==> src/include/link_cfg_defines.svh <==
// offsets, field positions, reset values and masks of the link parameter bank
`ifndef LINK_CFG_DEFINES_SVH
`define LINK_CFG_DEFINES_SVH
`define LANE_CFG_IDX     12'h58B
`define OCTET_CFG_IDX    12'h58C
`define FRAME_CFG_IDX    12'h58D
`define CONV_CFG_IDX     12'h58E
`define CTRL_CFG_IDX     12'h58F
`define SCRAMBLER_BIT    7
`define SCRAMBLER_RST    1'h1
`define LANE_CNT_RST     5'h07
`define OCTET_CNT_RST    8'h00
`define FRAME_CNT_RST    5'h1F
`define CONV_CNT_RST     8'h01
`define CTRL_BITS_RST    2'h0
`define RESOLUTION_RST   5'h0F
`define LANE_CFG_MASK    8'h9F
`define OCTET_CFG_MASK   8'hFF
`define FRAME_CFG_MASK   8'h1F
`define CONV_CFG_MASK    8'hFF
`define CTRL_CFG_MASK    8'hDF
`define UNMAPPED_RDATA   32'h00000000
`endif

==> src/include/link_cfg_pkg.sv <==
// types of the link parameter bank
package link_cfg_pkg;
	typedef struct packed {
		logic       scrambler_on;
		logic [4:0] lane_cnt;
		logic [7:0] octet_cnt;
		logic [4:0] frame_cnt;
		logic [7:0] conv_cnt;
		logic [1:0] ctrl_bits;
		logic [4:0] resolution;
	} link_cfg_s;

	typedef struct packed {
		link_cfg_s   cfg;
		logic        waitreq;
		logic [31:0] rdata;
	} bank_state_s;

	typedef enum logic [2:0] {
		REG_LANE  = 3'h0,
		REG_OCTET = 3'h1,
		REG_FRAME = 3'h2,
		REG_CONV  = 3'h3,
		REG_CTRL  = 3'h4,
		REG_NONE  = 3'h7
	} reg_sel_e;
endpackage

==> src/core/link_cfg_decode.sv <==
// word address decoder of the link parameter bank
`timescale 1ns/10ps
`include "link_cfg_defines.svh"
module link_cfg_decode (
	input  wire logic [13:0]           byte_addr_i,
	output link_cfg_pkg::reg_sel_e     sel_o
);
	logic [11:0] idx;
	assign idx = byte_addr_i[13:2];
	always_comb begin
		unique case (idx)
			`LANE_CFG_IDX:  sel_o = link_cfg_pkg::REG_LANE;
			`OCTET_CFG_IDX: sel_o = link_cfg_pkg::REG_OCTET;
			`FRAME_CFG_IDX: sel_o = link_cfg_pkg::REG_FRAME;
			`CONV_CFG_IDX:  sel_o = link_cfg_pkg::REG_CONV;
			`CTRL_CFG_IDX:  sel_o = link_cfg_pkg::REG_CTRL;
			default:        sel_o = link_cfg_pkg::REG_NONE;
		endcase
	end
endmodule

==> src/core/serial_link_param_config.sv <==
// register bank holding the framing parameters of the serial output link
`timescale 1ns/10ps
`include "link_cfg_defines.svh"
module serial_link_param_config (
	input  wire logic                      sys_clk_i,
	input  wire logic                      rst_i,
	input  wire logic [13:0]               avs_address_i,
	input  wire logic                      avs_read_i,
	input  wire logic                      avs_write_i,
	input  wire logic [31:0]               avs_writedata_i,
	input  wire logic [3:0]                avs_byteenable_i,
	output logic      [31:0]               avs_readdata_o,
	output logic                           avs_waitrequest_o,
	output link_cfg_pkg::link_cfg_s        link_cfg_o
);
	link_cfg_pkg::bank_state_s state_q;
	link_cfg_pkg::bank_state_s state_d;
	link_cfg_pkg::reg_sel_e    sel;
	logic [7:0]                wbyte;
	logic                      wr_en;

	link_cfg_decode decode_u (
		.byte_addr_i (avs_address_i),
		.sel_o       (sel)
	);

	// register image as read back; reserved positions are forced to zero
	function automatic logic [7:0] reg_image(input link_cfg_pkg::link_cfg_s c,
		input link_cfg_pkg::reg_sel_e s);
		logic [7:0] v;
		v = 8'h00;
		unique case (s)
			link_cfg_pkg::REG_LANE:  v = {c.scrambler_on, 2'h0, c.lane_cnt};
			link_cfg_pkg::REG_OCTET: v = c.octet_cnt;
			link_cfg_pkg::REG_FRAME: v = {3'h0, c.frame_cnt};
			link_cfg_pkg::REG_CONV:  v = c.conv_cnt;
			link_cfg_pkg::REG_CTRL:  v = {c.ctrl_bits, 1'b0, c.resolution};
			default:                 v = 8'h00;
		endcase
		return v;
	endfunction

	// only byte lane 0 carries data; a write without it is dropped
	assign wbyte = avs_writedata_i[7:0];
	// a write lands only at the edge where waitrequest is low, so a stalled write never lands twice
	assign wr_en = avs_write_i && avs_byteenable_i[0] && !state_q.waitreq;

	always_comb begin
		state_d = state_q;
		// every request waits one cycle; an idle bus also sees waitrequest high
		state_d.waitreq = 1'b1;
		if ((avs_read_i || avs_write_i) && state_q.waitreq) begin
			state_d.waitreq = 1'b0;
		end
		if (wr_en) begin
			unique case (sel)
				link_cfg_pkg::REG_LANE: begin
					state_d.cfg.scrambler_on = wbyte[`SCRAMBLER_BIT];
					state_d.cfg.lane_cnt = wbyte[4:0];
				end
				link_cfg_pkg::REG_OCTET: state_d.cfg.octet_cnt = wbyte;
				link_cfg_pkg::REG_FRAME: state_d.cfg.frame_cnt = wbyte[4:0];
				link_cfg_pkg::REG_CONV:  state_d.cfg.conv_cnt = wbyte;
				link_cfg_pkg::REG_CTRL: begin
					state_d.cfg.ctrl_bits = wbyte[7:6];
					state_d.cfg.resolution = wbyte[4:0];
				end
				default: state_d.cfg = state_q.cfg;
			endcase
		end
		// read data is loaded in the wait cycle and stands while waitrequest is low
		if (avs_read_i && state_q.waitreq) begin
			state_d.rdata = {24'h000000, reg_image(state_q.cfg, sel)};
		end
	end

	always_ff @(posedge sys_clk_i or posedge rst_i) begin
		if (rst_i) begin
			state_q.cfg.scrambler_on <= `SCRAMBLER_RST;
			state_q.cfg.lane_cnt <= `LANE_CNT_RST;
			state_q.cfg.octet_cnt <= `OCTET_CNT_RST;
			state_q.cfg.frame_cnt <= `FRAME_CNT_RST;
			state_q.cfg.conv_cnt <= `CONV_CNT_RST;
			state_q.cfg.ctrl_bits <= `CTRL_BITS_RST;
			state_q.cfg.resolution <= `RESOLUTION_RST;
			// waitrequest stays high in reset so no request is taken
			state_q.waitreq <= 1'b1;
			state_q.rdata <= `UNMAPPED_RDATA;
		end else begin
			state_q <= state_d;
		end
	end

	assign avs_readdata_o = state_q.rdata;
	assign link_cfg_o = state_q.cfg;
	// waitrequest comes from a flop; the price is one wait cycle on writes as well
	assign avs_waitrequest_o = state_q.waitreq;
endmodule

==> config.mk <==
export PLATFORM = sky130hd
export DESIGN_NAME = serial_link_param_config
export DESIGN_NICKNAME = d
export VERILOG_FILES = /design/src/include/link_cfg_pkg.sv /design/src/core/link_cfg_decode.sv /design/src/core/serial_link_param_config.sv
export VERILOG_INCLUDE_DIRS = /design/src /design/src/include
export SDC_FILE = /design/constraint.sdc
export NUM_CORES = 1
export LEC_CHECK = 0
export BUFFER_PORTS_ARGS = -buffer_cell sky130_fd_sc_hd__buf_2
export CAP_MARGIN = 20
export CORE_ASPECT_RATIO = 2
export CORE_UTILIZATION = 48
export DETAILED_ROUTE_END_ITERATION = 16
export PLACE_DENSITY = 0.91
export SLEW_MARGIN = 0
export SYNTH_ARGS = -nofsm -noshare
export SYNTH_HDL_FRONTEND = slang
export SYNTH_SLANG_ARGS = --single-unit
==> constraint.sdc <==
create_clock -name sys_clk_i -period 2.2 [get_ports sys_clk_i]
set_clock_uncertainty 0.05 [all_clocks]
set_input_delay 0.22 -clock sys_clk_i [delete_from_list [all_inputs] [get_ports sys_clk_i]]
set_output_delay 0.22 -clock sys_clk_i [all_outputs]
set_load 0.01 [all_outputs]
# Yosys cells after proc, flatten, opt, wreduce, memory -nomap -nowiden
# Index checks and enable logic that the tools add are counted.
# W data, S select, Z words.
dict set report word_totals {
  output_inout_bits 67
  regBits 43
  input_bits 54
}
dict set report classes {
  reduce_logical 12
  n_eq_ne 9
  mux 3
}
# cell n
set ops {}
lappend ops {{$eq A12 B11 Y1 const B} 5}
lappend ops {{$pmux W8 S5} 1}
lappend ops {{$pmux W3 S5} 1}
lappend ops {{$reduce_and A2 Y1} 5}
lappend ops {{$eq A3 B2 Y1 const B} 2}
lappend ops {{$logic_and A1 B1 Y1} 4}
lappend ops {{$eq A3 B1 Y1 const B} 1}
lappend ops {{$eq A3 B3 Y1 const B} 1}
lappend ops {{$logic_not A3 Y1} 1}
lappend ops {{$logic_not A1 Y1} 1}
lappend ops {{$logic_or A1 B1 Y1} 1}
lappend ops {{$mux W1} 1}

# Depth between registers and ports, before layout
# Gate-level depths: netlist of the first run.
dict set report depth {
  ltp_word 4
  mapped_depth 5
}

# By module
# From an unflattened synthesis of the first run, not the netlist that was laid out.
dict set report hier_totals {
  hier_cells 181
  area_unflattened_um2 2185.8
}
# module n_inst cells_per_inst seq_area_each_um2 area_each_um2
set by_module_without_submodules {}
lappend by_module_without_submodules {serial_link_param_config 1 170 1094.8 2114.5}
lappend by_module_without_submodules {link_cfg_decode 1 11 0.0 71.3}

# Worst setup path after synthesis of the first run
# OpenSTA, ideal clock, no wires.
dict set report synth_path {
  path_type {input -> register}
  from {input port avs_address_i[7]}
  to {register state_q (netlist bit link_cfg_o[4])}
  setup_slack_ns 0.638
  t_arrival_ns 1.387
  t_required_ns 2.025
  cell_stages 4
  setup_time_ns 0.125
  cell_sequence {nor4b_4 > and4_1 > buf_2 > mux2_2}
}
dict set report synth_between {
  elab_chain_len 4
  elab_cells_between_ends 8
  cone_classes {6 x eq/ne; 1 x mux; 1 x reduce/logical}
}
# element line
set synth_lines {}
lappend synth_lines {{start, declared} serial_link_param_config.sv:7} ;# input wire logic [13:0] avs_address_i,
lappend synth_lines {{$eq A12 B11 Y1} link_cfg_decode.sv:11} ;# unique case (idx)
lappend synth_lines {{$pmux W3 S5 *} link_cfg_decode.sv:11}
lappend synth_lines {{$eq A3 B3 Y1 *} serial_link_param_config.sv:56} ;# unique case (sel)
lappend synth_lines {{$reduce_and A2 Y1 (no source line) *} n/a}
lappend synth_lines {{end signal, assigned} serial_link_param_config.sv:90} ;# state_q <= state_d;
lappend synth_lines {{end, declared} serial_link_param_config.sv:16} ;# link_cfg_pkg::bank_state_s state_q;
# Mark *: on every way between the ends. The rest lies on a longest branch, timed or not.
# A chain may end at the register's enable or synchronous reset.

# Final worst setup path of the first run
dict set report layout_path {
  from {register state_q (netlist bit avs_waitrequest_o)}
  to {register state_q (netlist bit link_cfg_o[20])}
}
dict set report layout_between {
  elab_chain_len 3
}
# element line
set layout_lines {}
lappend layout_lines {{$logic_not A1 Y1} serial_link_param_config.sv:46} ;# assign wr_en = avs_write_i && avs_byteenable_i[0] && !state_q.waitreq;
lappend layout_lines {{$logic_and A1 B1 Y1} serial_link_param_config.sv:46}
lappend layout_lines {{$reduce_and A2 Y1 (no source line)} n/a}
# No other way between the ends.

==> run_results.csv, run 1 <==
group,metric,value,unit
run_status,status,"complete, no violations",
yosys,yosysWarnings,0,
timing,relSlewSlack,64.82,%
drt,dr.pass1.iters,4,
timing,timing.final.crit_period,1.833,ns
floorplanning,rows,35,
layout,final_util,59.29,%
timing,setup_slack,0.3667,ns
setup_path,cp_slowest_cell,"nor4bb_1",
place,gp_congestion,0.8249,
clock_network,cts_tree,"yes",
pwr,ir_worst_vdd,0.5705,mV
timing,fin_tns_setup,0,ns
setup_path,worst_path_dominant_cell_family,"simple AND/OR/NAND/NOR gates",
grt,grt_pass1_wl,7479,um
layout,drive_gt1_share,53.60,%
clock_network,numClockSinks,43,
yosys,yosysTopAreaCellShare,31.04,%
run,cap_violations,0,
setup_path,worstPathRequired,2.33,ns
yosys,synth_edf_count,0,
clock_network,cts_resized,0,
yosys,synthArstFlopShare,100.0,%
yosys,avgSynthCellArea,12.61,um2
floorplanning,core_area,4554,um2
yosys,synth_area,2257,um2
setup_path,crit_fanout,8,
timing,setup_viol,0,
timing,rsz0062_at_grt,"no",
floorplanning,die_w,50.49,um
grt,grt_pass1_vias,1542,
setup_path,crit_type,"register to register",
drt,antenna_left,0,
clock_network,cts_buffers,5,
grt,grt_max_degree,44,
floorplanning,dieArea,4998,um2
clock_network,cts-root-buf,"clkbuf_8",
min_path,hp-class,"input pin to register",
drt,drc,0,
timing,clock.fmax,545.5,MHz
drt,avgRoutedWirePerCell,15.77,um
yosys,yosys-top-cells-area,"dfrtp_1 (31%), dfstp_2 (17%), mux2_2 (17%)",
timing,period_share,83.33,%
timing,hold_viol_final,0,
grt,antenna_found_initial,0,
clock_network,cts_max_path_buffers,2,
layout,antenna_cells,0,
drt,vias_per_cell,5.338,
yosys,synth_cells,179,
yosys,synth_largest_area_cell,"dfrtp_1",
yosys,synth-main-ff-cell,"dfrtp_1",
floorplanning,ios,121,
layout,nets,303,
place,dp_hpwl,3558,um
setup_path,critPathCaptureType,"register",
setup_path,start_kind,"register",
drt,drt-total-wl,4811,um
setup_path,cpPeakStageDelay,0.42,ns
pwr,powerDensity,610.4,nW/um2
drt,detail_route.iter0.violations,40,
place,port_buffers,67,
grt,grt_usage,20.37,%
timing,fin_hold_ws,0.03882,ns
setup_path,critPathArrivalTime,1.97,ns
pwr,p_leak,1.466,nW
floorplanning,die_y,98.98,um
drt,vias,1628,
floorplanning,initial_core_util,49.56,%
layout,area_growth,19.62,%
place,dp_slack,0.3292,ns
clock_network,clk_latency,0.30,ns
timing,tightest_slew,0.5277,ns
clock_network,htreeDepth,2,
setup_path,crit_chain,"nor4bb_1, nand4_2, mux2_2",
yosys,synth_cell_types,30,
clock_network,clkTransAtPathRegs,0.08,ns
pwr,finalPower,1.648,mW
grt,grt-ovfl-total,0,
timing,maxSlewViolCount,0,
yosys,ys_ff_latch,43,
yosys,seq_area_frac_synth,48.50,%
setup_path,path_buf_inv,0,
==> metrics by stage <==
step	cell area [um2]	instances
after CTS	2700	305
after global placement	2554	296
after floorplan	2344	202
final	2700	305
after detailed placement	2554	296
after global routing	2700	305
==> placed cells by master (no fill, tap or decap), types with 3 or more instances in the layout <==
cell	Yosys	layout
buf_2	4	67
and4b_1	3	3
nand4_2	3	3
mux2i_1	13	13
buf_4	24	4
clkbuf_8	0	5
conb_1	1	24
mux2_2	35	35
dfrtp_1	28	28
nand2_1	11	11
dfstp_2	15	15
o22a_1	6	6
and3_1	3	3
a22oi_1	11	11
==> sequential cells by signal (all words and copies together) (netlist names) <==
name and flops:
avs_readdata_o 8, avs_waitrequest_o 1, link_cfg_o 34
==> what timing repair did <==
action / CTS / global route
hold buffers: 1 / 0
hold endpoints to repair: 2 / 0
buffers inserted: 0 / 0
==> worst paths after layout <==
check                                  start           endpoint  slack (ns)  cells past startpoint
hold / removal                    avs_read_i  avs_waitrequest_o        0.04                      2
max in group asynchronous              rst_i      link_cfg_o[3]        1.19                      4
hold reg to reg            avs_readdata_o[6]  avs_readdata_o[6]        0.43                      2
setup / recovery           avs_waitrequest_o     link_cfg_o[20]        0.37                      3
min in group asynchronous              rst_i      link_cfg_o[5]        0.53                      4
setup reg to reg           avs_waitrequest_o     link_cfg_o[20]        0.37                      3
==> cell usage after synthesis, types with 2 or more instances <==
master	instances
dfstp_2	15
nand2_1	11
a22oi_1	11
and3_1	3
nand3_1	2
clkbuf_1	2
and4b_1	3
o21ai_0	2
buf_2	4
o22a_1	6
mux2i_1	13
mux2_2	35
nor4bb_1	2
buf_4	24
and3b_1	2
dfrtp_1	28
nand4_2	3
==> routing by layer <==
metal	up-vias	part of all wire, %	track usage (%)
li1	750	-	-
met4	0	4.0	12.18
met3	16	5.5	3.549
met1	791	37	23.02
met2	71	54	34.67
met5	-	0	0
==> power by group <==
group	switching (mW)	total, mW	internal, mW
logic	0.0808	0.119	0.0383
registers	0.00419	0.800	0.796
clock network	0.276	0.729	0.452
total	0.361	1.65	1.29
==> worst register-to-register path, cell delays in order, from the launching register on <==
cell and delay (ns):
dfstp_2 0.41, nor4bb_1 0.43, nand4_2 0.42, mux2_2 0.41
==> layout make-up <==
type / instances / area (um2)
Clock inverter: 3 / 67.56
Multi-Input combinational cell: 126 / 1021
Inverter: 1 / 3.754
Timing Repair Buffer: 72 / 375.4
Clock buffer: 5 / 68.82
Sequential cell: 43 / 1095
Tap cell: 55 / 68.82
Fill cell: 402 / 1854
==> logic make-up (layout without fill, tap and decap cells) <==
kind of cell	after synthesis	after routing	synth area share, %
AOI/OAI and AO/OA	22	22	7.373
buffers and inverters	33	81	10.09
DFF	43	43	48.50
muxes	48	48	23.23
other	1	24	0.1661
and+or+nand+nor	32	32	10.64
Power figures use the tool's default switching activity.
==> run 2, diff against run 1 <==
--- a/config.mk
+++ b/config.mk
@@ -9,9 +9,9 @@
 export BUFFER_PORTS_ARGS = -buffer_cell sky130_fd_sc_hd__buf_2
 export CAP_MARGIN = 20
 export CORE_ASPECT_RATIO = 2
-export CORE_UTILIZATION = 48
+export CORE_UTILIZATION = 45
 export DETAILED_ROUTE_END_ITERATION = 16
-export PLACE_DENSITY = 0.91
+export PLACE_DENSITY = 0.86
 export SLEW_MARGIN = 0
 export SYNTH_ARGS = -nofsm -noshare
 export SYNTH_HDL_FRONTEND = slang
==> constraint.sdc (replaced) <==
create_clock -name sys_clk_i -period 1.82 [get_ports sys_clk_i]
set_clock_uncertainty 0.05 [all_clocks]
set_input_delay 0.182 -clock sys_clk_i [delete_from_list [all_inputs] [get_ports sys_clk_i]]
set_output_delay 0.182 -clock sys_clk_i [all_outputs]
set_load 0.01 [all_outputs]
==> run_results.csv, run 2 (synthesized netlist as in run 1, its figures left out) <==
group,metric,value,unit
floorplanning,initial_core_util,46.40,%
clock_network,clk_latency,0.31,ns
grt,grt_util_met1,21.94,%
setup_path,crit_type,"register to register",
layout,final_util,56.28,%
timing,fin_tns_setup,0,ns
floorplanning,core_area,4865,um2
clock_network,cts_max_path_buffers,2,
pwr,p_comb_share,8.3,%
timing,relSlewSlack,60.77,%
floorplanning,die_y,102.2,um
grt,grt_usage,21.11,%
drt,vias,1699,
place,gp_congestion,0.8197,
drt,vias_per_cell,5.411,
layout,mostFrequentLayoutCells,"buf_2 (67), mux2_2 (35), dfrtp_1 (28)",
drt,drt-total-wl,5214,um
grt,grt_max_degree,44,
setup_path,critPathCaptureType,"register",
pwr,ir_worst_vdd,0.5234,mV
timing,setup_viol,0,
place,dp_hpwl,3855,um
setup_path,worstPathRequired,1.97,ns
timing,period_share,97.47,%
pwr,powerDensity,657.9,nW/um2
grt,grtUsageMet3,4.018,%
grt,top_usage_layer,"met2",
pwr,p_leak,1.486,nW
pwr,p_int,1.356,mW
grt,grt-ovfl-total,0,
pwr,p_seq_share,53.7,%
drt,drc,0,
grt,use_met2,37.08,%
timing,timing.final.crit_period,1.774,ns
grt,grt_pass1_vias,1617,
timing,fin_hold_ws,0.02326,ns
timing,rsz0062_at_grt,"no",
setup_path,start_kind,"register",
floorplanning,die_w,52.08,um
grt,grt_pass1_wl,7886,um
clock_network,cts_buffers,5,
clock_network,cts-root-buf,"clkbuf_8",
timing,clock.fmax,563.7,MHz
layout,antenna_cells,0,
setup_path,crit_fanout,8,
pwr,power_frac_clock,38.0,%
place,dp_slack,-0.03214,ns
clock_network,cts_resized,0,
layout,final_common_cell,"buf_2",
layout,drive_gt1_share,54.47,%
layout,largest_reg_flops,34,
floorplanning,dieArea,5320,um2
min_path,hp-class,"input pin to register",
run,cap_violations,0,
pwr,switching_share,24.70,%
timing,setup_slack,0.04613,ns
run_status,status,"complete, no violations",
drt,dr.pass1.iters,4,
layout,nets,310,
timing,hold_viol_final,0,
setup_path,critPathArrivalTime,1.92,ns
drt,avgRoutedWirePerCell,16.61,um
drt,antenna_left,0,
clock_network,numClockSinks,43,
clock_network,htreeDepth,2,
floorplanning,ios,121,
clock_network,cts_tree,"yes",
grt,antenna_found_initial,0,
pwr,power_switching,444.9,uW
place,port_buffers,67,
floorplanning,rows,36,
drt,detail_route.iter0.violations,45,
layout,area_growth,21.29,%
pwr,finalPower,1.801,mW
timing,tightest_slew,0.5805,ns
clock_network,clkTransAtPathRegs,0.08,ns
timing,maxSlewViolCount,0,
==> run 2: cell types whose count changed in the layout (fill, tap and decap cells not counted), sizes merged <==
cell and delta:
dlygate4sd3 +1, clkbuf +2, bufinv -2, buf +6
==> run 2: worst paths after layout <==
check / startpoint / to / slack (ns) / depth (start not counted)
max in group asynchronous: rst_i / link_cfg_o[15] / 0.83 / 4
worst min-delay path: avs_write_i / avs_waitrequest_o / 0.02 / 2
worst max register to register: avs_waitrequest_o / link_cfg_o[23] / 0.05 / 4
worst max-delay path: avs_waitrequest_o / link_cfg_o[23] / 0.05 / 4
worst min register to register: avs_readdata_o[6] / avs_readdata_o[6] / 0.43 / 2
min in group asynchronous: rst_i / link_cfg_o[22] / 0.49 / 4
==> run 2: timing repair <==
item | in CTS | in global routing
endpoints found under the setup margin | 13 | 0
hold buffers | 2 | 0
endpoints found under the hold margin | 29 | 0
buffers inserted | 3 | 0
==> run 2: worst max-delay path, stage by stage, from the launching register on <==
cell and delay [ns]:
dfstp_2 0.41, nor4bb_1 0.54, nand4_2 0.18, buf_4 0.21, mux2_2 0.27
==> run 2: layout make-up <==
type                       count  area, um2
fill                         431       2127
sequential                    43       1095
multi-input combinational    126       1021
timing repair buffer          79      442.9
clock buffer                   7      96.34
tap                           57      71.32
clock inverter                 1      7.507
inverter                       1      3.754
==> run 2: power by group through the flow <==
| stage | registers (mW) | logic [mW] | clock network, mW |
|---|---|---|---|
| floorplan | 0.985 | 0.125 | 0 |
| global placement | 0.985 | 0.141 | 0 |
| detailed placement | 0.985 | 0.145 | 0 |
| CTS | 0.968 | 0.148 | 0.705 |
| global route | 0.969 | 0.166 | 0.737 |
| finish | 0.968 | 0.149 | 0.684 |
==> run 2: routing by layer <==
metal	up-vias	part of all wire [%]
met2	83	56
li1	767	-
met5	-	0
met1	836	35
met3	13	5.6
met4	0	3.4
==> run 2: per-stage QoR <==
stage,cell area (um2),std cells
floorplan,2344,202
global route,2738,314
CTS,2738,314
global placement,2591,301
detailed placement,2591,301
finish,2738,314
